## src/hw/rail_prot_pkg.sv

```systemverilog
// Constants, pin indices, register map and state encoding for the core
// rail fault protection block.
// Assumes a single 50 MHz system clock and a byte-addressed 32-bit bus.
//
// Notes on behaviour
// - Offset pin below level at enable rise disables initial offset.
// - Both offset straps 0 disable external offset; both 1 enable it.
// - Upward voltage step forces three phases; downward step keeps phases.
// - Voltage step compensation selection decoded from the two config straps.
// - Current monitor code: 9 bits, 512 levels, stored in current register.
// - Fast response pulse, one on-time wide, replaces active phase on-times.
// - Averaged current trips only after a full trigger delay above limit.
// - Peak current trip on any switching cycle above peak limit.
// - Either current trip drives alert low and starts action delay.
// - After action delay, current still high turns all switches off.
// - Over-voltage monitoring only after power-on reset completes.
// - Over-voltage limit fixed below code 0.9V, else reference plus margin.
// - Over-voltage latch: low sides on, high sides off, active phases.
// - Over-voltage also sends the second rail into soft shutdown.
// - Over-voltage comparator must persist 1us before latching.
// - Below zero while latched: low sides off; restored above zero.
// - Negative-voltage protection inactive unless over-voltage is latched.
// - Under-voltage latch turns all high and low sides off.
// - Under-voltage also sends the second rail into soft shutdown.
// - Under-voltage comparator must persist 3us before latching.
// - Supply below reset threshold enters lockout, all switches off.
// - Low supply must persist 3us before lockout.

package rail_prot_pkg;

   // Clock and filter times
   localparam int CLK_NS       = 20;
   localparam int OV_FILT_NS   = 1000;
   localparam int UV_FILT_NS   = 3000;
   localparam int LOCK_FILT_NS = 3000;
   localparam logic [7:0] OV_FILT_CYC =
      8'((OV_FILT_NS + CLK_NS - 1) / CLK_NS);
   localparam logic [7:0] UV_FILT_CYC =
      8'((UV_FILT_NS + CLK_NS - 1) / CLK_NS);
   localparam logic [7:0] LOCK_FILT_CYC =
      8'((LOCK_FILT_NS + CLK_NS - 1) / CLK_NS);

   // Positions in the synchronised pin vector
   localparam int PIN_EN       = 0;
   localparam int PIN_OFS_LOW  = 1;
   localparam int PIN_CSTRAP   = 2;
   localparam int PIN_SSTRAP   = 3;
   localparam int PIN_CFG1     = 4;
   localparam int PIN_CFG2     = 5;
   localparam int PIN_QR       = 6;
   localparam int PIN_AVG_OC   = 7;
   localparam int PIN_PEAK_OC  = 8;
   localparam int PIN_CYC      = 9;
   localparam int PIN_OV       = 10;
   localparam int PIN_NEG      = 11;
   localparam int PIN_UV       = 12;
   localparam int PIN_SUP_LOW  = 13;
   localparam int PIN_POR_OK   = 14;
   localparam int PIN_ON       = 15;
   localparam int NPIN         = 18;

   // Register byte offsets
   localparam logic [7:0] REG_PHASE  = 8'h00;
   localparam logic [7:0] REG_VCODE  = 8'h04;
   localparam logic [7:0] REG_TRIP   = 8'h08;
   localparam logic [7:0] REG_ACTION = 8'h0c;
   localparam logic [7:0] REG_ONTIME = 8'h10;
   localparam logic [7:0] REG_CURRENT_MONITOR_PIN   = 8'h14;
   localparam logic [7:0] REG_STATUS = 8'h18;

   // Reset values and fixed codes
   localparam logic [2:0]  RST_PHASE  = 3'h7;
   localparam logic [7:0]  RST_VCODE  = 8'h00;
   localparam logic [15:0] RST_TRIP   = 16'h0100;
   localparam logic [15:0] RST_ACTION = 16'h0040;
   localparam logic [7:0]  RST_ONTIME = 8'h10;
   localparam logic [7:0]  VCODE_0V9  = 8'h48;

   // Protection states, Gray coded along the usual path
   typedef enum logic [2:0] {
      ST_OFF     = 3'h0,
      ST_RUN     = 3'h1,
      ST_OC_WAIT = 3'h3,
      ST_OC_OFF  = 3'h2,
      ST_OV      = 3'h6,
      ST_NV      = 3'h7,
      ST_UV      = 3'h5,
      ST_LOCK    = 3'h4
   } rail_state_t;

endpackage : rail_prot_pkg

```

## src/hw/deglitch_if.sv

```systemverilog
// Interface between the protection core and one deglitch filter.
// Assumes raw is already synchronised to clk_sys.
`timescale 1ns/1ps
`default_nettype none

interface deglitch_if;
   logic raw;
   logic hit;
   modport core (output raw, input hit);
   modport filt (input raw, output hit);
endinterface : deglitch_if

`default_nettype wire

```

## src/hw/deglitch_filter.sv

```systemverilog
// Persistence filter: hit rises after raw was high COUNT cycles.
// Assumes raw comes from logic on clk_sys.
`timescale 1ns/1ps
`default_nettype none

module deglitch_filter #(
   parameter logic [7:0] COUNT = 8'h32
) (
   input  wire logic  clk_sys,
   input  wire logic  reset_n,
   deglitch_if.filt   fi
);

   typedef struct packed {
      logic [7:0] cnt;
      logic       hit;
   } filt_state_t;

   filt_state_t st_r;
   filt_state_t st_nxt;

   // Count consecutive high cycles, drop at once on low
   always_comb begin
      st_nxt = st_r;
      if (!fi.raw) begin
         st_nxt.cnt = 8'h00;
         st_nxt.hit = 1'b0;
      end else if (st_r.cnt != COUNT - 8'h01) begin
         st_nxt.cnt = st_r.cnt + 8'h01;
      end else begin
         st_nxt.hit = 1'b1;
      end
   end

   // State register
   always_ff @(posedge clk_sys or negedge reset_n) begin
      if (!reset_n) begin
         st_r <= '0;
      end else begin
         st_r <= st_nxt;
      end
   end

   assign fi.hit = st_r.hit;
endmodule : deglitch_filter

`default_nettype wire

```

## src/hw/core_rail_fault_protection.sv

```systemverilog
// Core rail supervision: straps, phase control, fast response, current
// report and the protection state machine, with an Avalon-MM slave.
// Assumes comparator and strap pins are asynchronous; the ADC strobe and
// voltage step pulses come from logic on clk_sys.
//
// The register addresses and register access over Avalon-MM are this design's own decisions.
`timescale 1ns/1ps
`default_nettype none

module core_rail_fault_protection (
   input  wire logic        clk_sys,
   input  wire logic        reset_n,
   // Avalon-MM slave
   input  wire logic [7:0]  avs_address,
   input  wire logic        avs_read,
   input  wire logic        avs_write,
   input  wire logic [31:0] avs_writedata,
   output logic [31:0]      avs_readdata,
   output logic             avs_waitrequest,
   // Enable and straps
   input  wire logic        enable_pin,
   input  wire logic        core_offset_pin_low,
   input  wire logic        offset_strap_core,
   input  wire logic        offset_strap_second,
   input  wire logic        config_strap_one,
   input  wire logic        config_strap_two,
   // Analog comparators
   input  wire logic        fast_response_trip,
   input  wire logic        averaged_current_over,
   input  wire logic        peak_current_over,
   input  wire logic        switch_cycle_mark,
   input  wire logic        overvoltage_cmp,
   input  wire logic        sense_below_zero,
   input  wire logic        undervoltage_cmp,
   input  wire logic        supply_low,
   input  wire logic        por_complete,
   input  wire logic [2:0]  phase_ontime,
   // Same-clock sources
   input  wire logic        dynamic_voltage_step_up,
   input  wire logic        dynamic_voltage_step_down,
   input  wire logic        adc_valid,
   input  wire logic [8:0]  current_monitor_code,
   // Drivers and indications
   output logic [2:0]       high_side_on,
   output logic [2:0]       low_side_on,
   output logic             overcurrent_alert_n,
   output logic             second_rail_shutdown,
   output logic             initial_offset_en,
   output logic             core_ext_offset_en,
   output logic             second_ext_offset_en,
   output logic [1:0]       dvs_comp_sel,
   output logic             ov_ref_fixed
);

   typedef struct packed {
      logic [rail_prot_pkg::NPIN-1:0] s1;
      logic [rail_prot_pkg::NPIN-1:0] s2;
      logic                    en_d;
      logic                    cyc_d;
      logic                    qr_d;
      rail_prot_pkg::rail_state_t state;
      logic [2:0]              phase_en;
      logic [7:0]              vcode;
      logic [15:0]             trip_dly;
      logic [15:0]             act_dly;
      logic [15:0]             td_cnt;
      logic [15:0]             act_cnt;
      logic [7:0]              ontime;
      logic [7:0]              qr_cnt;
      logic [8:0]              current_monitor_pin;
      logic                    init_ofs;
      logic                    core_ext;
      logic                    sec_ext;
      logic [1:0]              comp_sel;
      logic [2:0]              hs;
      logic [2:0]              ls;
      logic                    alert_n;
      logic                    sec_sd;
      logic                    ov_fixed;
      logic                    waitreq;
      logic [31:0]             rdata;
   } ctl_state_t;

   ctl_state_t st_r;
   ctl_state_t st_nxt;
   logic [rail_prot_pkg::NPIN-1:0] pins;

   deglitch_if ov_if ();
   deglitch_if uv_if ();
   deglitch_if lock_if ();

   // Gather asynchronous pins for the two-stage synchroniser
   assign pins = {phase_ontime, por_complete, supply_low,
                  undervoltage_cmp, sense_below_zero, overvoltage_cmp,
                  switch_cycle_mark, peak_current_over,
                  averaged_current_over, fast_response_trip,
                  config_strap_two, config_strap_one,
                  offset_strap_second, offset_strap_core,
                  core_offset_pin_low, enable_pin};

   // Filter inputs; over-voltage watched only once reset is complete
   assign ov_if.raw = st_r.s2[rail_prot_pkg::PIN_OV] &
                      st_r.s2[rail_prot_pkg::PIN_POR_OK];
   assign uv_if.raw = st_r.s2[rail_prot_pkg::PIN_UV];
   assign lock_if.raw = st_r.s2[rail_prot_pkg::PIN_SUP_LOW];

   // Persistence filters for the three fault comparators
   deglitch_filter #(.COUNT(rail_prot_pkg::OV_FILT_CYC)) u_ov_filt (
      .clk_sys (clk_sys),
      .reset_n (reset_n),
      .fi      (ov_if.filt)
   );

   deglitch_filter #(.COUNT(rail_prot_pkg::UV_FILT_CYC)) u_uv_filt (
      .clk_sys (clk_sys),
      .reset_n (reset_n),
      .fi      (uv_if.filt)
   );

   deglitch_filter #(.COUNT(rail_prot_pkg::LOCK_FILT_CYC)) u_lock_filt (
      .clk_sys (clk_sys),
      .reset_n (reset_n),
      .fi      (lock_if.filt)
   );

   // Next-state logic for the whole block
   always_comb begin
      logic        en_s;
      logic        en_rise;
      logic        qr_rise;
      logic        cyc_rise;
      logic        over_now;
      logic        oc_trip;
      logic [2:0]  drive;
      st_nxt   = st_r;
      en_s     = st_r.s2[rail_prot_pkg::PIN_EN];
      en_rise  = en_s & ~st_r.en_d;
      qr_rise  = st_r.s2[rail_prot_pkg::PIN_QR] & ~st_r.qr_d;
      cyc_rise = st_r.s2[rail_prot_pkg::PIN_CYC] & ~st_r.cyc_d;
      over_now = st_r.s2[rail_prot_pkg::PIN_AVG_OC] |
                 st_r.s2[rail_prot_pkg::PIN_PEAK_OC];
      oc_trip  = 1'b0;
      drive    = 3'h0;

      // Synchroniser and edge history
      st_nxt.s1    = pins;
      st_nxt.s2    = st_r.s1;
      st_nxt.en_d  = en_s;
      st_nxt.qr_d  = st_r.s2[rail_prot_pkg::PIN_QR];
      st_nxt.cyc_d = st_r.s2[rail_prot_pkg::PIN_CYC];

      // Straps are caught at the enable rising edge
      if (en_rise) begin
         st_nxt.init_ofs =
            ~st_r.s2[rail_prot_pkg::PIN_OFS_LOW];
         st_nxt.core_ext =
            st_r.s2[rail_prot_pkg::PIN_CSTRAP] &
            st_r.s2[rail_prot_pkg::PIN_SSTRAP];
         st_nxt.sec_ext = st_nxt.core_ext;
         st_nxt.comp_sel = {st_r.s2[rail_prot_pkg::PIN_CFG2],
                            st_r.s2[rail_prot_pkg::PIN_CFG1]};
      end

      // Bus slave: one wait cycle, then answer for a single cycle
      st_nxt.waitreq = 1'b1;
      if ((avs_read | avs_write) & st_r.waitreq) begin
         st_nxt.waitreq = 1'b0;
         st_nxt.rdata = 32'h0000_0000;
         if (avs_read) begin
            if (avs_address == rail_prot_pkg::REG_PHASE) begin
               st_nxt.rdata[2:0] = st_r.phase_en;
            end else if (avs_address == rail_prot_pkg::REG_VCODE) begin
               st_nxt.rdata[7:0] = st_r.vcode;
            end else if (avs_address == rail_prot_pkg::REG_TRIP) begin
               st_nxt.rdata[15:0] = st_r.trip_dly;
            end else if (avs_address == rail_prot_pkg::REG_ACTION) begin
               st_nxt.rdata[15:0] = st_r.act_dly;
            end else if (avs_address == rail_prot_pkg::REG_ONTIME) begin
               st_nxt.rdata[7:0] = st_r.ontime;
            end else if (avs_address == rail_prot_pkg::REG_CURRENT_MONITOR_PIN) begin
               st_nxt.rdata[8:0] = st_r.current_monitor_pin;
            end else if (avs_address == rail_prot_pkg::REG_STATUS) begin
               st_nxt.rdata[11:0] = {st_r.ov_fixed, st_r.sec_sd,
                                     ~st_r.alert_n, st_r.comp_sel,
                                     st_r.sec_ext, st_r.core_ext,
                                     st_r.init_ofs, en_s,
                                     st_r.state};
            end
         end
      end

      // Writes take effect at the edge where waitrequest is seen low
      if (avs_write & ~st_r.waitreq) begin
         if (avs_address == rail_prot_pkg::REG_PHASE) begin
            st_nxt.phase_en = avs_writedata[2:0];
         end else if (avs_address == rail_prot_pkg::REG_VCODE) begin
            st_nxt.vcode = avs_writedata[7:0];
         end else if (avs_address == rail_prot_pkg::REG_TRIP) begin
            st_nxt.trip_dly = avs_writedata[15:0];
         end else if (avs_address == rail_prot_pkg::REG_ACTION) begin
            st_nxt.act_dly = avs_writedata[15:0];
         end else if (avs_address == rail_prot_pkg::REG_ONTIME) begin
            st_nxt.ontime = avs_writedata[7:0];
         end
      end

      // Voltage step up forces all phases; step down keeps them
      if (dynamic_voltage_step_up) begin
         st_nxt.phase_en = 3'h7;
      end

      // Current code capture
      if (adc_valid) begin
         st_nxt.current_monitor_pin = current_monitor_code;
      end

      // Fast response pulse, one programmed on-time long
      if (qr_rise) begin
         st_nxt.qr_cnt = st_r.ontime;
      end else if (st_r.qr_cnt != 8'h00) begin
         st_nxt.qr_cnt = st_r.qr_cnt - 8'h01;
      end

      // Time above the averaged threshold, saturating
      if (st_r.s2[rail_prot_pkg::PIN_AVG_OC] &&
          st_r.state == rail_prot_pkg::ST_RUN) begin
         if (st_r.td_cnt != 16'hffff) begin
            st_nxt.td_cnt = st_r.td_cnt + 16'h0001;
         end
      end else begin
         st_nxt.td_cnt = 16'h0000;
      end
      if (st_r.s2[rail_prot_pkg::PIN_AVG_OC] &&
          st_r.td_cnt >= st_r.trip_dly) begin
         oc_trip = 1'b1;
      end
      if (cyc_rise && st_r.s2[rail_prot_pkg::PIN_PEAK_OC]) begin
         oc_trip = 1'b1;
      end

      // Threshold select for the over-voltage comparator
      st_nxt.ov_fixed = st_r.vcode < rail_prot_pkg::VCODE_0V9;

      // Protection state machine
      case (st_r.state)
         rail_prot_pkg::ST_OFF: begin
            if (en_s) begin
               st_nxt.state = rail_prot_pkg::ST_RUN;
            end
         end
         rail_prot_pkg::ST_RUN: begin
            if (ov_if.hit) begin
               st_nxt.state = rail_prot_pkg::ST_OV;
            end else if (uv_if.hit) begin
               st_nxt.state = rail_prot_pkg::ST_UV;
            end else if (oc_trip) begin
               st_nxt.state = rail_prot_pkg::ST_OC_WAIT;
               st_nxt.act_cnt = st_r.act_dly;
            end
         end
         rail_prot_pkg::ST_OC_WAIT: begin
            if (ov_if.hit) begin
               st_nxt.state = rail_prot_pkg::ST_OV;
            end else if (uv_if.hit) begin
               st_nxt.state = rail_prot_pkg::ST_UV;
            end else if (st_r.act_cnt != 16'h0000) begin
               st_nxt.act_cnt = st_r.act_cnt - 16'h0001;
            end else if (over_now) begin
               st_nxt.state = rail_prot_pkg::ST_OC_OFF;
            end else begin
               st_nxt.state = rail_prot_pkg::ST_RUN;
            end
         end
         rail_prot_pkg::ST_OV: begin
            if (st_r.s2[rail_prot_pkg::PIN_NEG]) begin
               st_nxt.state = rail_prot_pkg::ST_NV;
            end
         end
         rail_prot_pkg::ST_NV: begin
            if (!st_r.s2[rail_prot_pkg::PIN_NEG]) begin
               st_nxt.state = rail_prot_pkg::ST_OV;
            end
         end
         default: begin
         end
      endcase

      // Lockout overrides every state but OFF; enable low clears latches
      if (st_r.state != rail_prot_pkg::ST_OFF && lock_if.hit) begin
         st_nxt.state = rail_prot_pkg::ST_LOCK;
      end
      if (!en_s) begin
         st_nxt.state = rail_prot_pkg::ST_OFF;
      end

      // Gate commands, derived from the next state
      drive = (st_r.qr_cnt != 8'h00) ? 3'h7
                                     : st_r.s2[rail_prot_pkg::PIN_ON+:3];
      drive = drive & st_nxt.phase_en;
      st_nxt.hs = 3'h0;
      st_nxt.ls = 3'h0;
      st_nxt.alert_n = 1'b1;
      st_nxt.sec_sd = 1'b0;
      case (st_nxt.state)
         rail_prot_pkg::ST_RUN: begin
            st_nxt.hs = drive;
            st_nxt.ls = st_nxt.phase_en & ~drive;
         end
         rail_prot_pkg::ST_OC_WAIT: begin
            st_nxt.hs = drive;
            st_nxt.ls = st_nxt.phase_en & ~drive;
            st_nxt.alert_n = 1'b0;
         end
         rail_prot_pkg::ST_OC_OFF: begin
            st_nxt.alert_n = 1'b0;
         end
         rail_prot_pkg::ST_OV: begin
            st_nxt.ls = st_nxt.phase_en;
            st_nxt.sec_sd = 1'b1;
         end
         rail_prot_pkg::ST_NV,
         rail_prot_pkg::ST_UV: begin
            st_nxt.sec_sd = 1'b1;
         end
         default: begin
         end
      endcase
   end

   // State register
   always_ff @(posedge clk_sys or negedge reset_n) begin
      if (!reset_n) begin
         st_r <= '0;
         st_r.state <= rail_prot_pkg::ST_OFF;
         st_r.phase_en <= rail_prot_pkg::RST_PHASE;
         st_r.vcode <= rail_prot_pkg::RST_VCODE;
         st_r.trip_dly <= rail_prot_pkg::RST_TRIP;
         st_r.act_dly <= rail_prot_pkg::RST_ACTION;
         st_r.ontime <= rail_prot_pkg::RST_ONTIME;
         st_r.alert_n <= 1'b1;
         st_r.waitreq <= 1'b1;
      end else begin
         st_r <= st_nxt;
      end
   end

   // Outputs straight from the state register
   assign avs_readdata         = st_r.rdata;
   assign avs_waitrequest      = st_r.waitreq;
   assign high_side_on         = st_r.hs;
   assign low_side_on          = st_r.ls;
   assign overcurrent_alert_n  = st_r.alert_n;
   assign second_rail_shutdown = st_r.sec_sd;
   assign initial_offset_en    = st_r.init_ofs;
   assign core_ext_offset_en   = st_r.core_ext;
   assign second_ext_offset_en = st_r.sec_ext;
   assign dvs_comp_sel         = st_r.comp_sel;
   assign ov_ref_fixed         = st_r.ov_fixed;
endmodule : core_rail_fault_protection

`default_nettype wire

```

## config.mk

```make
export PLATFORM = sky130hd
export DESIGN_NAME = core_rail_fault_protection
export DESIGN_NICKNAME = d
export VERILOG_FILES = /design/src/hw/rail_prot_pkg.sv /design/src/hw/deglitch_if.sv /design/src/hw/deglitch_filter.sv /design/src/hw/core_rail_fault_protection.sv
export SDC_FILE = /design/constraint.sdc
export NUM_CORES = 1
export LEC_CHECK = 0
export ABC_AREA = 1
export BUFFER_PORTS_ARGS = -buffer_cell sky130_fd_sc_hd__buf_2
export CAP_MARGIN = 20
export CORE_ASPECT_RATIO = 2
export CORE_UTILIZATION = 40
export DETAILED_ROUTE_END_ITERATION = 8
export SLEW_MARGIN = 40
export SYNTH_ARGS = -nofsm -noshare
export SYNTH_HDL_FRONTEND = slang
export SYNTH_HIERARCHICAL = 1
export SYNTH_SLANG_ARGS = --single-unit
```

## constraint.sdc

```tcl
create_clock -name clk_sys -period 3.1 [get_ports clk_sys]
set_input_delay 0 -clock clk_sys [delete_from_list [all_inputs] [get_ports clk_sys]]
set_output_delay 0 -clock clk_sys [all_outputs]
set_load 0.01 [all_outputs]
```

Yosys cells after proc, flatten, opt, wreduce, memory -nomap -nowiden
Cells that the tools add are included.
{ "totals": {"register_bits": 199, "word_cells": 183, "out_inout_bits": 47, "inputBits": 74} }
{ "classes": {"eq_ne": 33, "n_lt_le_gt_ge": 2, "n_mux": 70, "n_bitwise": 22, "reduce_logical": 19, "add_sub_neg": 6} }
{ "op_table": {"columns": ["op", "n"], "rows": [
  ["16-bit 2-to-1 mux", 13],
  ["12-bit 2-to-1 mux", 10],
  ["8-bit 2-to-1 mux", 9],
  ["3-bit 2-to-1 mux", 16],
  ["43-bit 2-to-1 mux", 1],
  ["40-bit 2-to-1 mux", 1],
  ["9-bit 2-to-1 mux", 4],
  ["33-bit 2-to-1 mux", 1],
  ["32-bit 2-to-1 mux", 1],
  ["16-bit case mux with 2 select lines", 1],
  ["8-bit by 1-bit adder with 8-bit output, second input constant", 3],
  ["8-bit by 5-bit == test with 1-bit output, second input constant", 3],
  ["2-bit != test, second input constant", 9],
  ["16-bit by 1-bit adder with 16-bit output, second input constant", 1],
  ["8-bit by 4-bit == test with 1-bit output, second input constant", 2],
  ["16-bit greater-or-equal comparator", 1],
  ["16-bit != test, second input constant", 1],
  ["8-bit != test, second input constant", 2],
  ["16-bit nonzero test", 1],
  ["16-bit by 1-bit subtractor with 16-bit output, second input constant", 1],
  ["3-bit == test, second input constant", 5],
  ["3-bit case mux with 5 select lines", 1],
  ["13-bit 2-to-1 mux", 1],
  ["1-bit inverter", 10],
  ["other kinds (28)", 54]
]} }

Depth between registers and ports, before layout
Gate-level depths: netlist of the first run.
{ "depth": {"word_depth": 18, "ltp_mapped": 20} }

Modules after synthesis
Netlist of the first run, hierarchy kept.
{ "by_module_without_submodules": {"columns": ["mod", "cells_each", "seq_area_each_um2", "n_inst", "area_each_um2"], "rows": [
  ["core_rail_fault_protection", 949, 4314.1, 1, 8464.4],
  ["deglitch_filter (u_lock_filt ...)", 74, 225.2, 2, 529.3],
  ["deglitch_filter (u_ov_filt)", 65, 225.2, 1, 488.0]
]} }

Worst setup path before layout of the first run
No wires, ideal clock.
{ "synth_path": {"kind": "reg-to-reg", "startpoint": "reg st_r[95] in the netlist's numbering", "endpoint": "reg st_r[80] in the netlist's numbering", "n_path_buf": 1, "setup_time_ns": 0.124, "arrival_time_ns": 1.704, "synth_period_minus_slack_ns": 1.828, "setup_slack_ns": 1.272, "stages_incl_launch_ff": 15, "cell_sequence": "dfrtp_1 -> ha_1 -> nand2_1 -> nor2_1 -> nand2_1 -> nand2_1 -> nor2_1 -> nand2_1 -> nand2_1 -> nand2_1 -> nand2_1 -> nand3_1 -> nand2_2 -> buf_4 -> o31a_1"} }
{ "synth_via": {"elab_chain_cells": 6} }
{ "synth_rtl": {"columns": ["item", "line", "rtl"], "rows": [
  ["from (decl)", "core_rail_fault_protection.sv:84", "ctl_state_t st_r;"],
  ["from (signal assigned)", "core_rail_fault_protection.sv:343", "st_r <= st_nxt;"],
  ["16-bit greater-or-equal comparator", "core_rail_fault_protection.sv:234", "st_r.td_cnt >= st_r.trip_dly) begin"],
  ["1-bit logical AND", "core_rail_fault_protection.sv:233", "if (st_r.s2[rail_prot_pkg::PIN_AVG_OC] &&"],
  ["1-bit 2-to-1 mux", "core_rail_fault_protection.sv:233", null],
  ["1-bit 2-to-1 mux", "core_rail_fault_protection.sv:237", "if (cyc_rise && st_r.s2[rail_prot_pkg::PIN_PEAK_OC]) begin"],
  ["2-bit by 1-bit != test with 1-bit output (no source line)", null, null],
  ["7-bit AND reduction (no source line)", null, null]
]} }
No other way between the ends.
A chain may end at the register's enable or synchronous reset.

Worst setup path after layout of the first run
{ "layout_path": {"startpoint": "reg st_r[91] in the netlist's numbering", "endpoint": "reg st_r[78] in the netlist's numbering"} }
The elaborated chain is that of the path after synthesis.

==> impl_results.rst, run 1 <==
.. list-table::
   :header-rows: 1

   * - Metric
     - Value
   * - Clock-pin slew of the registers on the worst-case setup and hold paths
     - 0.07 ns
   * - Worst supply voltage drop on vdd
     - 0.433 mV
   * - Combinational cell fraction of total power
     - 15.7%
   * - Leakage dissipation
     - 5.61 nW
   * - Latest clock arrival within the worst-skew pair
     - 0.45 ns
   * - Sequential fraction of design power
     - 46.8%
   * - Maximum number of pins on one net before global-route repair
     - 79
   * - Number of failing setup endpoints in the final timing report
     - 0
   * - Outcome
     - complete, no violations
   * - Clock tree from TritonCTS
     - yes
   * - Detail-routed net length per standard cell
     - 15.6 um
   * - Type of element launching the critical path
     - flop
   * - H-tree levels
     - 4
   * - Number of filler cells placed in the layout
     - 2443
   * - Switching power
     - 0.00179 W
   * - Via count of the first global-routing pass
     - 8199
   * - Slew of the pin with the lowest slew margin
     - 0.697 ns
   * - Part of the total power dissipated in the clock network
     - 37.4%
   * - Total Nets Final
     - 1387
   * - Leftover overflow at the end of global routing
     - 0
   * - Number of flops mapped to enable cells by yosys
     - 0
   * - Ratio of final minimum period to clock period
     - 75.2%
   * - Pint
     - 0.00440 W
   * - Antenna violations before repair
     - 0
   * - Number of design-rule violations left by the first detailed-router iteration
     - 492
   * - Critical Path RT
     - 3.47 ns
   * - Final weighted congestion in routability-driven placement
     - 0.866
   * - Minimum period implied by the final worst setup slack
     - 2.33 ns
   * - DIE AREA
     - 0.0257 mm2
   * - Area added between synthesis and finish
     - 17.9%
   * - End point of the critical path
     - st_r[78]$_DFFE_PN0P_
   * - Number of detailed-route iterations in the first pass
     - 5
   * - Reg-to-Reg Start
     - st_r[91]$_DFFE_PN0P_
   * - Seq cells post-synth
     - 199
   * - Fraction of layout instances using a drive strength above 1
     - 16.8%
   * - Synth Cell Area
     - 0.0100 mm2
   * - TNS Setup
     - 0 ns
   * - Setup repair after global routing missed its margin
     - false
   * - Via count
     - 8075
   * - Sink count of the clock tree
     - 199
   * - Worst reg2reg setup slack
     - 0.77 ns
   * - Site row count
     - 81
   * - Endpoint arrival time on the critical path
     - 2.70 ns
   * - Max Clock Skew
     - 0.00913 ns
   * - Die span in x
     - 114 um
   * - Beginning of the critical path
     - st_r[91]$_DFFE_PN0P_
   * - Global-route wire length before repair
     - 41500 um
   * - Kind of capture point of the worst setup path
     - flop
   * - Half-perimeter wire length after placement
     - 18800 um
   * - Post-detailed-route via-to-cell ratio
     - 4.94
   * - Deepest clock path buffer count
     - 2
   * - Switching fraction of total power
     - 28.9%
   * - Number of maximum-capacitance violations
     - 0
   * - Ant diodes
     - 0
   * - Number of CTS-inserted buffers
     - 17
   * - Crit Path Max Fanout
     - 22
   * - Hold violation total from the final report
     - 0
   * - Total number of yosys warnings
     - 6
   * - Cell count of the worst reg-to-reg path
     - 15
   * - Headroom to the max-slew limit
     - 53.3%
   * - Pins over their slew limit
     - 0
   * - Ys flop type
     - sky130_fd_sc_hd__dfrtp_1
   * - Final cell count without fillers
     - 1633
   * - Number of buffers inserted by post-CTS setup repair
     - 0
   * - Top-Level Pins
     - 121
   * - Clock root buffer master
     - sky130_fd_sc_hd__clkbuf_16
   * - Instance count of the mapped netlist
     - 1162
   * - Input/output buffers
     - 87
   * - Global Route Usage Sum
     - 21.4%
   * - Number of placed instances, taps included
     - 1537
   * - Number of unique standard cell types used by synthesis
     - 55
   * - Sequential cell area fraction in the yosys report
     - 49.8%
   * - Worst min path class
     - input port to asynchronous set/reset pin
   * - Achievable Freq
     - 429 MHz
   * - Start-to-end type of the worst setup path
     - flop to flop
   * - Areal power density over the cells
     - 525 mW/mm2
   * - Initial cell density of the core
     - 40.8%
   * - CORE AREA
     - 0.0245 mm2
   * - Fraction of registers with async set/reset
     - 100%
   * - Vertical die dimension
     - 226 um
   * - Remaining DRCs
     - 0
   * - Routed WL
     - 25500 um
   * - Reg2reg end
     - st_r[78]$_DFFE_PN0P_
   * - Residual antenna-violating net count after detailed routing
     - 0
   * - Average size of a mapped cell
     - 8.62 um2
[placed cells by master, fill, tap and decap left out, types with 14 or more instances in the layout]
cell,instances
sky130_fd_sc_hd__nor3_1,18
sky130_fd_sc_hd__nand3_1,49
sky130_fd_sc_hd__o21ai_1,32
sky130_fd_sc_hd__ha_1,25
sky130_fd_sc_hd__dlygate4sd3_1,64
sky130_fd_sc_hd__clkbuf_16,17
sky130_fd_sc_hd__nand2_2,14
sky130_fd_sc_hd__conb_1,16
sky130_fd_sc_hd__a21oi_1,40
sky130_fd_sc_hd__nand2_1,254
sky130_fd_sc_hd__buf_2,86
sky130_fd_sc_hd__inv_1,148
sky130_fd_sc_hd__o21ai_0,88
sky130_fd_sc_hd__dfrtp_1,191
sky130_fd_sc_hd__nor2_4,14
sky130_fd_sc_hd__nor2_1,84
[routing by layer]
layer	up-vias	global-route usage, %	part of all wire (%)
li1	3969	-	-
met1	3842	22.0	37
met2	202	40.3	55
met3	62	3.49	3.0
met4	0	11.7	4.9
met5	-	0	0
[stage by stage]
| stage | setup WS [ns] | instance area [um2] | total power (W) | hold WS [ns] | util [%] |
|---|---|---|---|---|---|
| global placement | 0.795 | 10500 | 0.00384 | 0.0770 | 43.0 |
| floorplan | 1.27 | 10100 | 0.00359 | -0.296 | - |
| global route | 0.469 | 11800 | 0.00651 | 0.155 | 48.1 |
| CTS | 0.748 | 11800 | 0.00627 | 0.109 | 48.1 |
| detailed placement | 0.751 | 10500 | 0.00386 | 0.0799 | 43.0 |
| finish | 0.770 | 11800 | 0.00619 | 0.135 | 48.1 |
[cell families (layout without fill, tap and decap cells)]
kind of cell,Yosys count,count (layout),synth area share (%)
buf+inv,227,351,10.6
other cells,1,16,0.0375
compound gates,217,217,12.9
mux,2,2,0.225
simple gates,480,480,22.3
flops,199,199,49.8
fa+ha+maj,25,25,3.12
xor+xnor,11,11,0.962
[synthesized netlist by cell type (9+ instances only)]
| library cell | n | area [um2] |
|---|---|---|
| sky130_fd_sc_hd__o211ai_1 | 9 | 67.6 |
| sky130_fd_sc_hd__nor2_2 | 13 | 81.3 |
| sky130_fd_sc_hd__inv_2 | 13 | 48.8 |
| sky130_fd_sc_hd__buf_4 | 43 | 323 |
| sky130_fd_sc_hd__inv_1 | 148 | 556 |
| sky130_fd_sc_hd__nand2_1 | 254 | 953 |
| sky130_fd_sc_hd__buf_2 | 11 | 55.1 |
| sky130_fd_sc_hd__nor2_1 | 84 | 315 |
| sky130_fd_sc_hd__nor2_4 | 14 | 158 |
| sky130_fd_sc_hd__nand4_1 | 13 | 81.3 |
| sky130_fd_sc_hd__a21oi_1 | 40 | 200 |
| sky130_fd_sc_hd__o21ai_0 | 88 | 440 |
| sky130_fd_sc_hd__dfrtp_1 | 191 | 4780 |
| sky130_fd_sc_hd__nand3_1 | 49 | 245 |
| sky130_fd_sc_hd__ha_1 | 25 | 313 |
| sky130_fd_sc_hd__nor3_1 | 18 | 90.1 |
| sky130_fd_sc_hd__o21ai_1 | 32 | 160 |
| sky130_fd_sc_hd__nand2_2 | 14 | 87.6 |
[flip-flops by register name (all words and copies together) (netlist names), 2 cells and up]
signal and count:
u_uv_filt/st_r 8, u_lock_filt/st_r 8, avs_readdata 16, st_nxt 21
dvs_comp_sel 2, high_side_on 3, st_r 120, u_ov_filt/st_r 8
low_side_on 3
[critical path, cell delays in order, from the launching register on]
cell	delay [ns]
sky130_fd_sc_hd__dfrtp_1	0.44
sky130_fd_sc_hd__ha_1	0.33
sky130_fd_sc_hd__nand2_1	0.07
sky130_fd_sc_hd__nor2_1	0.13
sky130_fd_sc_hd__nand2_1	0.07
sky130_fd_sc_hd__nand2_1	0.05
sky130_fd_sc_hd__nor2_1	0.04
sky130_fd_sc_hd__nand2_1	0.05
sky130_fd_sc_hd__nand2_1	0.04
sky130_fd_sc_hd__nand2_1	0.10
sky130_fd_sc_hd__nand2_1	0.08
sky130_fd_sc_hd__nand3_1	0.09
sky130_fd_sc_hd__nand2_2	0.15
sky130_fd_sc_hd__inv_2	0.34
sky130_fd_sc_hd__o221ai_1	0.18
sky130_fd_sc_hd__o21ai_1	0.11
[how the worst min path moves through the flow]
stage / startpoint / end / slack, ns / depth (start not counted)
floorplan: reset_n / avs_readdata[0]$_DFFE_PN0P_ / -0.30 / 0
global placement: reset_n / u_lock_filt/st_r[1]$_DFFE_PN0P_ / 0.08 / 1
detailed placement: reset_n / u_lock_filt/st_r[1]$_DFFE_PN0P_ / 0.08 / 1
CTS: avs_address[2] / high_side_on[2]$_DFF_PN0_ / 0.11 / 6
global route: avs_address[2] / st_r[144]$_DFF_PN1_ / 0.15 / 6
finish: reset_n / u_lock_filt/st_r[8]$_DFFE_PN0P_ / 0.14 / 2
[area by class of cell]
class	instances	area (um2)	share of cell area, %
multi-input combinational	751	4020	34.1
clock buffer	19	453	3.84
sequential	199	4990	42.3
tap	332	415	3.52
timing repair buffer	157	1150	9.78
clock inverter	13	164	1.39
inverter	162	608	5.15
[power by group through the flow]
stage,Combinational [W],Clock (W),Sequential (W)
floorplan,0.000678,0,0.00291
global placement,0.000894,0,0.00294
detailed placement,0.000910,0,0.00295
CTS,0.000983,0.00239,0.00290
global route,0.00112,0.00247,0.00292
finish,0.000974,0.00232,0.00290
[timing repair]
action | 4_1_cts | 5_1_grt
resized for setup | 0 | 0
hold endpoints to repair | 157 | 0
hold buffers | 64 | 0
No activity file was read; power rests on OpenSTA's default activity.
==> inputs of run 2 (changes only) <==
--- a/config.mk
+++ b/config.mk
@@ -5,7 +5,7 @@
 export SDC_FILE = /design/constraint.sdc
 export NUM_CORES = 1
 export LEC_CHECK = 0
-export ABC_AREA = 1
+export ABC_AREA = 0
 export BUFFER_PORTS_ARGS = -buffer_cell sky130_fd_sc_hd__buf_2
 export CAP_MARGIN = 20
 export CORE_ASPECT_RATIO = 2
==> constraint.sdc (replaced) <==
create_clock -name clk_sys -period 2.3 [get_ports clk_sys]
set_input_delay 0 -clock clk_sys [delete_from_list [all_inputs] [get_ports clk_sys]]
set_output_delay 0 -clock clk_sys [all_outputs]
set_load 0.01 [all_outputs]
==> impl_results.rst, run 2 <==
.. list-table::
   :header-rows: 1

   * - Metric
     - Value
   * - Outcome
     - complete, no violations (unchanged)
   * - Global-route wire length before repair
     - 40900 um (was 41500 um)
   * - Via count
     - 7423 (was 8075)
   * - Adder-Cell Fraction of Synth Area
     - 3.19% (was 3.12%)
   * - Detail-routed net length per standard cell
     - 18.4 um (was 15.6 um)
   * - Register containing the most flip-flops in the final layout
     - st_r (unchanged)
   * - Crit Path Max Fanout
     - 15 (was 22)
   * - Kind of capture point of the worst setup path
     - flop (unchanged)
   * - Number of flip-flops under the largest register name
     - 120 (unchanged)
   * - Final weighted congestion in routability-driven placement
     - 0.878 (was 0.866)
   * - Worst min path class
     - input port to flop (was input port to asynchronous set/reset pin)
   * - Number of failing setup endpoints in the final timing report
     - 0 (unchanged)
   * - Slew of the pin with the lowest slew margin
     - 0.686 ns (was 0.697 ns)
   * - Number of CTS-inserted buffers
     - 17 (unchanged)
   * - DIE AREA
     - 0.0252 mm2 (was 0.0257 mm2)
   * - Vertical die dimension
     - 223 um (was 226 um)
   * - Number of unique standard cell types used by synthesis
     - 77 (was 55)
   * - Main combinational cell family by area after synthesis
     - simple AND/OR/NAND/NOR gates (unchanged)
   * - Via count of the first global-routing pass
     - 7761 (was 8199)
   * - Area added between synthesis and finish
     - 22.4% (was 17.9%)
   * - Ratio of final minimum period to clock period
     - 99.7% (was 75.2%)
   * - Ant diodes
     - 0 (unchanged)
   * - Critical Path RT
     - 2.64 ns (was 3.47 ns)
   * - CORE AREA
     - 0.0239 mm2 (was 0.0245 mm2)
   * - Sink count of the clock tree
     - 199 (unchanged)
   * - Setup repair after global routing missed its margin
     - true (was false)
   * - Sequential cell area fraction in the yosys report
     - 50.9% (was 49.8%)
   * - Global Route Usage Sum
     - 21.6% (was 21.4%)
   * - Site row count
     - 80 (was 81)
   * - Clock root buffer master
     - sky130_fd_sc_hd__clkbuf_16 (unchanged)
   * - Max Clock Skew
     - 0.00653 ns (was 0.00913 ns)
   * - Worst supply voltage drop on vdd
     - 0.512 mV (was 0.433 mV)
   * - Total Nets Final
     - 1176 (was 1387)
   * - Achievable Freq
     - 436 MHz (was 429 MHz)
   * - Half-perimeter wire length after placement
     - 19100 um (was 18800 um)
   * - Cell type with the highest aggregate area in the netlist
     - sky130_fd_sc_hd__dfrtp_1 (unchanged)
   * - Latest clock arrival within the worst-skew pair
     - 0.46 ns (was 0.45 ns)
   * - Endpoint arrival time on the critical path
     - 2.63 ns (was 2.70 ns)
   * - Deepest clock path buffer count
     - 2 (unchanged)
   * - Total number of yosys warnings
     - 6 (unchanged)
   * - Average size of a mapped cell
     - 10.8 um2 (was 8.62 um2)
   * - Synth Cell Area
     - 0.00980 mm2 (was 0.0100 mm2)
   * - Antenna violations before repair
     - 0 (unchanged)
   * - Worst-case hold slack
     - 0.0229 ns (was 0.135 ns)
   * - Final total power
     - 0.00861 W (was 0.00619 W)
   * - Die span in x
     - 113 um (was 114 um)
   * - H-tree levels
     - 4 (unchanged)
   * - Number of detailed-route iterations in the first pass
     - 5 (unchanged)
   * - Clock tree from TritonCTS
     - yes (unchanged)
   * - Instance count of the mapped netlist
     - 905 (was 1162)
   * - Start-to-end type of the worst setup path
     - flop to flop (unchanged)
   * - Number of maximum-capacitance violations
     - 0 (unchanged)
   * - Routed WL
     - 25400 um (was 25500 um)
   * - Top-Level Pins
     - 121 (unchanged)
   * - Seq cells post-synth
     - 199 (unchanged)
   * - Remaining DRCs
     - 0 (unchanged)
   * - Areal power density over the cells
     - 717 mW/mm2 (was 525 mW/mm2)
   * - Simple-gate share of the synthesized area
     - 15.0% (was 22.3%)
   * - Number of flops mapped to enable cells by yosys
     - 0 (unchanged)
   * - Residual antenna-violating net count after detailed routing
     - 0 (unchanged)
   * - Most frequent standard cell in the layout excluding fill and tap cells
     - sky130_fd_sc_hd__dfrtp_1 (was sky130_fd_sc_hd__nand2_1)
   * - Area fraction of the dominant cell type after synthesis
     - 48.8% (was 47.7%)
   * - Synth Area in Compound Gates
     - 13.7% (was 12.9%)
   * - Minimum period implied by the final worst setup slack
     - 2.29 ns (was 2.33 ns)
   * - Maximum number of pins on one net before global-route repair
     - 69 (was 79)
   * - Post-detailed-route via-to-cell ratio
     - 5.39 (was 4.94)
   * - Initial cell density of the core
     - 41.0% (was 40.8%)
   * - Hold violation total from the final report
     - 0 (unchanged)
   * - Most frequent cells in the layout
     - sky130_fd_sc_hd__dfrtp_1 (191), sky130_fd_sc_hd__buf_2 (86), sky130_fd_sc_hd__nand2_1 (70), sky130_fd_sc_hd__buf_4 (68), sky130_fd_sc_hd__o21ai_0 (67) (was sky130_fd_sc_hd__nand2_1 (254), sky130_fd_sc_hd__dfrtp_1 (191), sky130_fd_sc_hd__inv_1 (148), sky130_fd_sc_hd__o21ai_0 (88), sky130_fd_sc_hd__buf_2 (86))
   * - Pins over their slew limit
     - 0 (unchanged)
   * - Leading post-synthesis cells by cell area
     - sky130_fd_sc_hd__dfrtp_1 (49%), sky130_fd_sc_hd__mux2_2 (5.3%), sky130_fd_sc_hd__o21ai_0 (3.4%) (was sky130_fd_sc_hd__dfrtp_1 (48%), sky130_fd_sc_hd__nand2_1 (9.5%), sky130_fd_sc_hd__inv_1 (5.5%))
   * - Type of element launching the critical path
     - flop (unchanged)
   * - Fraction of layout instances using a drive strength above 1
     - 25.9% (was 16.8%)
   * - Number of design-rule violations left by the first detailed-router iteration
     - 350 (was 492)
   * - Top cells by count, synth
     - sky130_fd_sc_hd__dfrtp_1 (191), sky130_fd_sc_hd__nand2_1 (70), sky130_fd_sc_hd__o21ai_0 (67), sky130_fd_sc_hd__nor2_1 (50), sky130_fd_sc_hd__mux2_2 (46) (was sky130_fd_sc_hd__nand2_1 (254), sky130_fd_sc_hd__dfrtp_1 (191), sky130_fd_sc_hd__inv_1 (148), sky130_fd_sc_hd__o21ai_0 (88), sky130_fd_sc_hd__nor2_1 (84))
   * - Xor-xnor portion of the synthesized cell area
     - 1.88% (was 0.962%)
   * - Leakage dissipation
     - 5.53 nW (was 5.61 nW)
   * - Share of cell area taken by muxes after synthesis
     - 8.87% (was 0.225%)
   * - Ys flop type
     - sky130_fd_sc_hd__dfrtp_1 (unchanged)
   * - Dominant cell by count in the synthesized netlist
     - sky130_fd_sc_hd__dfrtp_1 (was sky130_fd_sc_hd__nand2_1)
   * - Fraction of registers with async set/reset
     - 100% (unchanged)
   * - Leftover overflow at the end of global routing
     - 0 (unchanged)
   * - Headroom to the max-slew limit
     - 53.6% (was 53.3%)
   * - Clock-pin slew of the registers on the worst-case setup and hold paths
     - 0.07 ns (about the same)
   * - Input/output buffers
     - 87 (unchanged)
==> run 2: cell count changes after synthesis, sizes merged, moves of 10 or more <==
cell,previous run,this run
nand2,269,70
inv,161,41
nor2,111,50
o21ai,126,68
mux2,2,57
nand3,56,32
mux2i,0,19
or3,0,17
nand2b,0,16
clkbuf,7,22
a2bb2oi,0,11
and3,0,10
==> run 2: power breakdown <==
part | total [W] | internal, W | leakage, nW | switching, W
Sequential | 0.00398 | 0.00375 | 2.57 | 0.000227
Clock | 0.00318 | 0.00174 | 0.295 | 0.00144
Combinational | 0.00145 | 0.000703 | 2.66 | 0.000744
Total | 0.00861 | 0.00620 | 5.53 | 0.00241
==> run 2: cell families (layout without fill, tap and decap cells) <==
family,Yosys count,count (layout)
buffers and inverters,115,285
AND/OR/NAND/NOR,266,266
flip-flops,199,199
other,1,16
multiplexers,76,76
adder cells (fa/ha/maj),25,25
XOR/XNOR,21,21
AO/OA/AOI/OAI,202,202
==> run 2: area by class of cell <==
cell class | count | area, um2
fillers | 2202 | 11900
clock buffers | 17 | 425
flip-flops and latches | 199 | 4990
clock inverters | 15 | 193
inverters | 41 | 154
well taps | 287 | 359
repair buffers | 212 | 1580
multi-input cells | 606 | 4300
==> run 2: what timing repair did <==
item	CTS	global route
gates resized for setup	6	3
buffers inserted	1	1
hold buffers	50	0
hold endpoints to repair	146	0
endpoints found under the setup margin	16	19
pin swaps	1	3
==> run 2: final timing paths <==
| path | from | endpoint | slack (ns) | cells past startpoint |
|---|---|---|---|---|
| setup / recovery | st_r[88]$_DFFE_PN0P_ | st_r[83]$_DFFE_PN0P_ | 0.007 | 10 |
| hold / removal | adc_valid | st_r[48]$_DFFE_PN0P_ | 0.02 | 2 |
| setup reg to reg | st_r[88]$_DFFE_PN0P_ | st_r[83]$_DFFE_PN0P_ | 0.007 | 10 |
| hold reg to reg | st_nxt[154]$_DFF_PN0_ | st_r[154]$_DFF_PN0_ | 0.35 | 0 |
| max in group asynchronous | reset_n | st_r[163]$_DFF_PN0_ | 1.38 | 3 |
| min in group asynchronous | reset_n | st_nxt[154]$_DFF_PN0_ | 0.10 | 2 |
==> run 2: per-stage QoR <==
step           cells  worst slack (ns)  cell area (um2)  TNS (ns)  util, %
2_1_floorplan    920           0.00102             9880         0        -
3_3_place_gp    1293           -0.0547            10800    -0.647     45.2
3_5_place_dp    1293            -0.111            10800     -1.38     45.2
4_1_cts         1376           -0.0163            12000   -0.0163     50.1
5_1_grt         1377            -0.161            12000     -2.20     50.2
6_report        1377           0.00679            12000         0     50.2
==> run 2: metal layers <==
layer	up-vias	global-route usage, %	wire (um)
met5	-	0	0
met4	0	10.7	915
met3	52	4.21	689
met2	164	41.3	14500
met1	3692	21.7	9320
li1	3515	-	-
==> run 2: worst max-delay path, cell delays in order (launching register included) <==
cell and delay, ns:
sky130_fd_sc_hd__dfrtp_1 0.35, sky130_fd_sc_hd__inv_1 0.05, sky130_fd_sc_hd__ha_1 0.28, sky130_fd_sc_hd__nand2b_4 0.15, sky130_fd_sc_hd__a2111oi_4 0.34, sky130_fd_sc_hd__buf_4 0.17
sky130_fd_sc_hd__a2111oi_4 0.05, sky130_fd_sc_hd__o41ai_4 0.34, sky130_fd_sc_hd__buf_6 0.23, sky130_fd_sc_hd__a21oi_1 0.09, sky130_fd_sc_hd__a2bb2oi_1 0.13
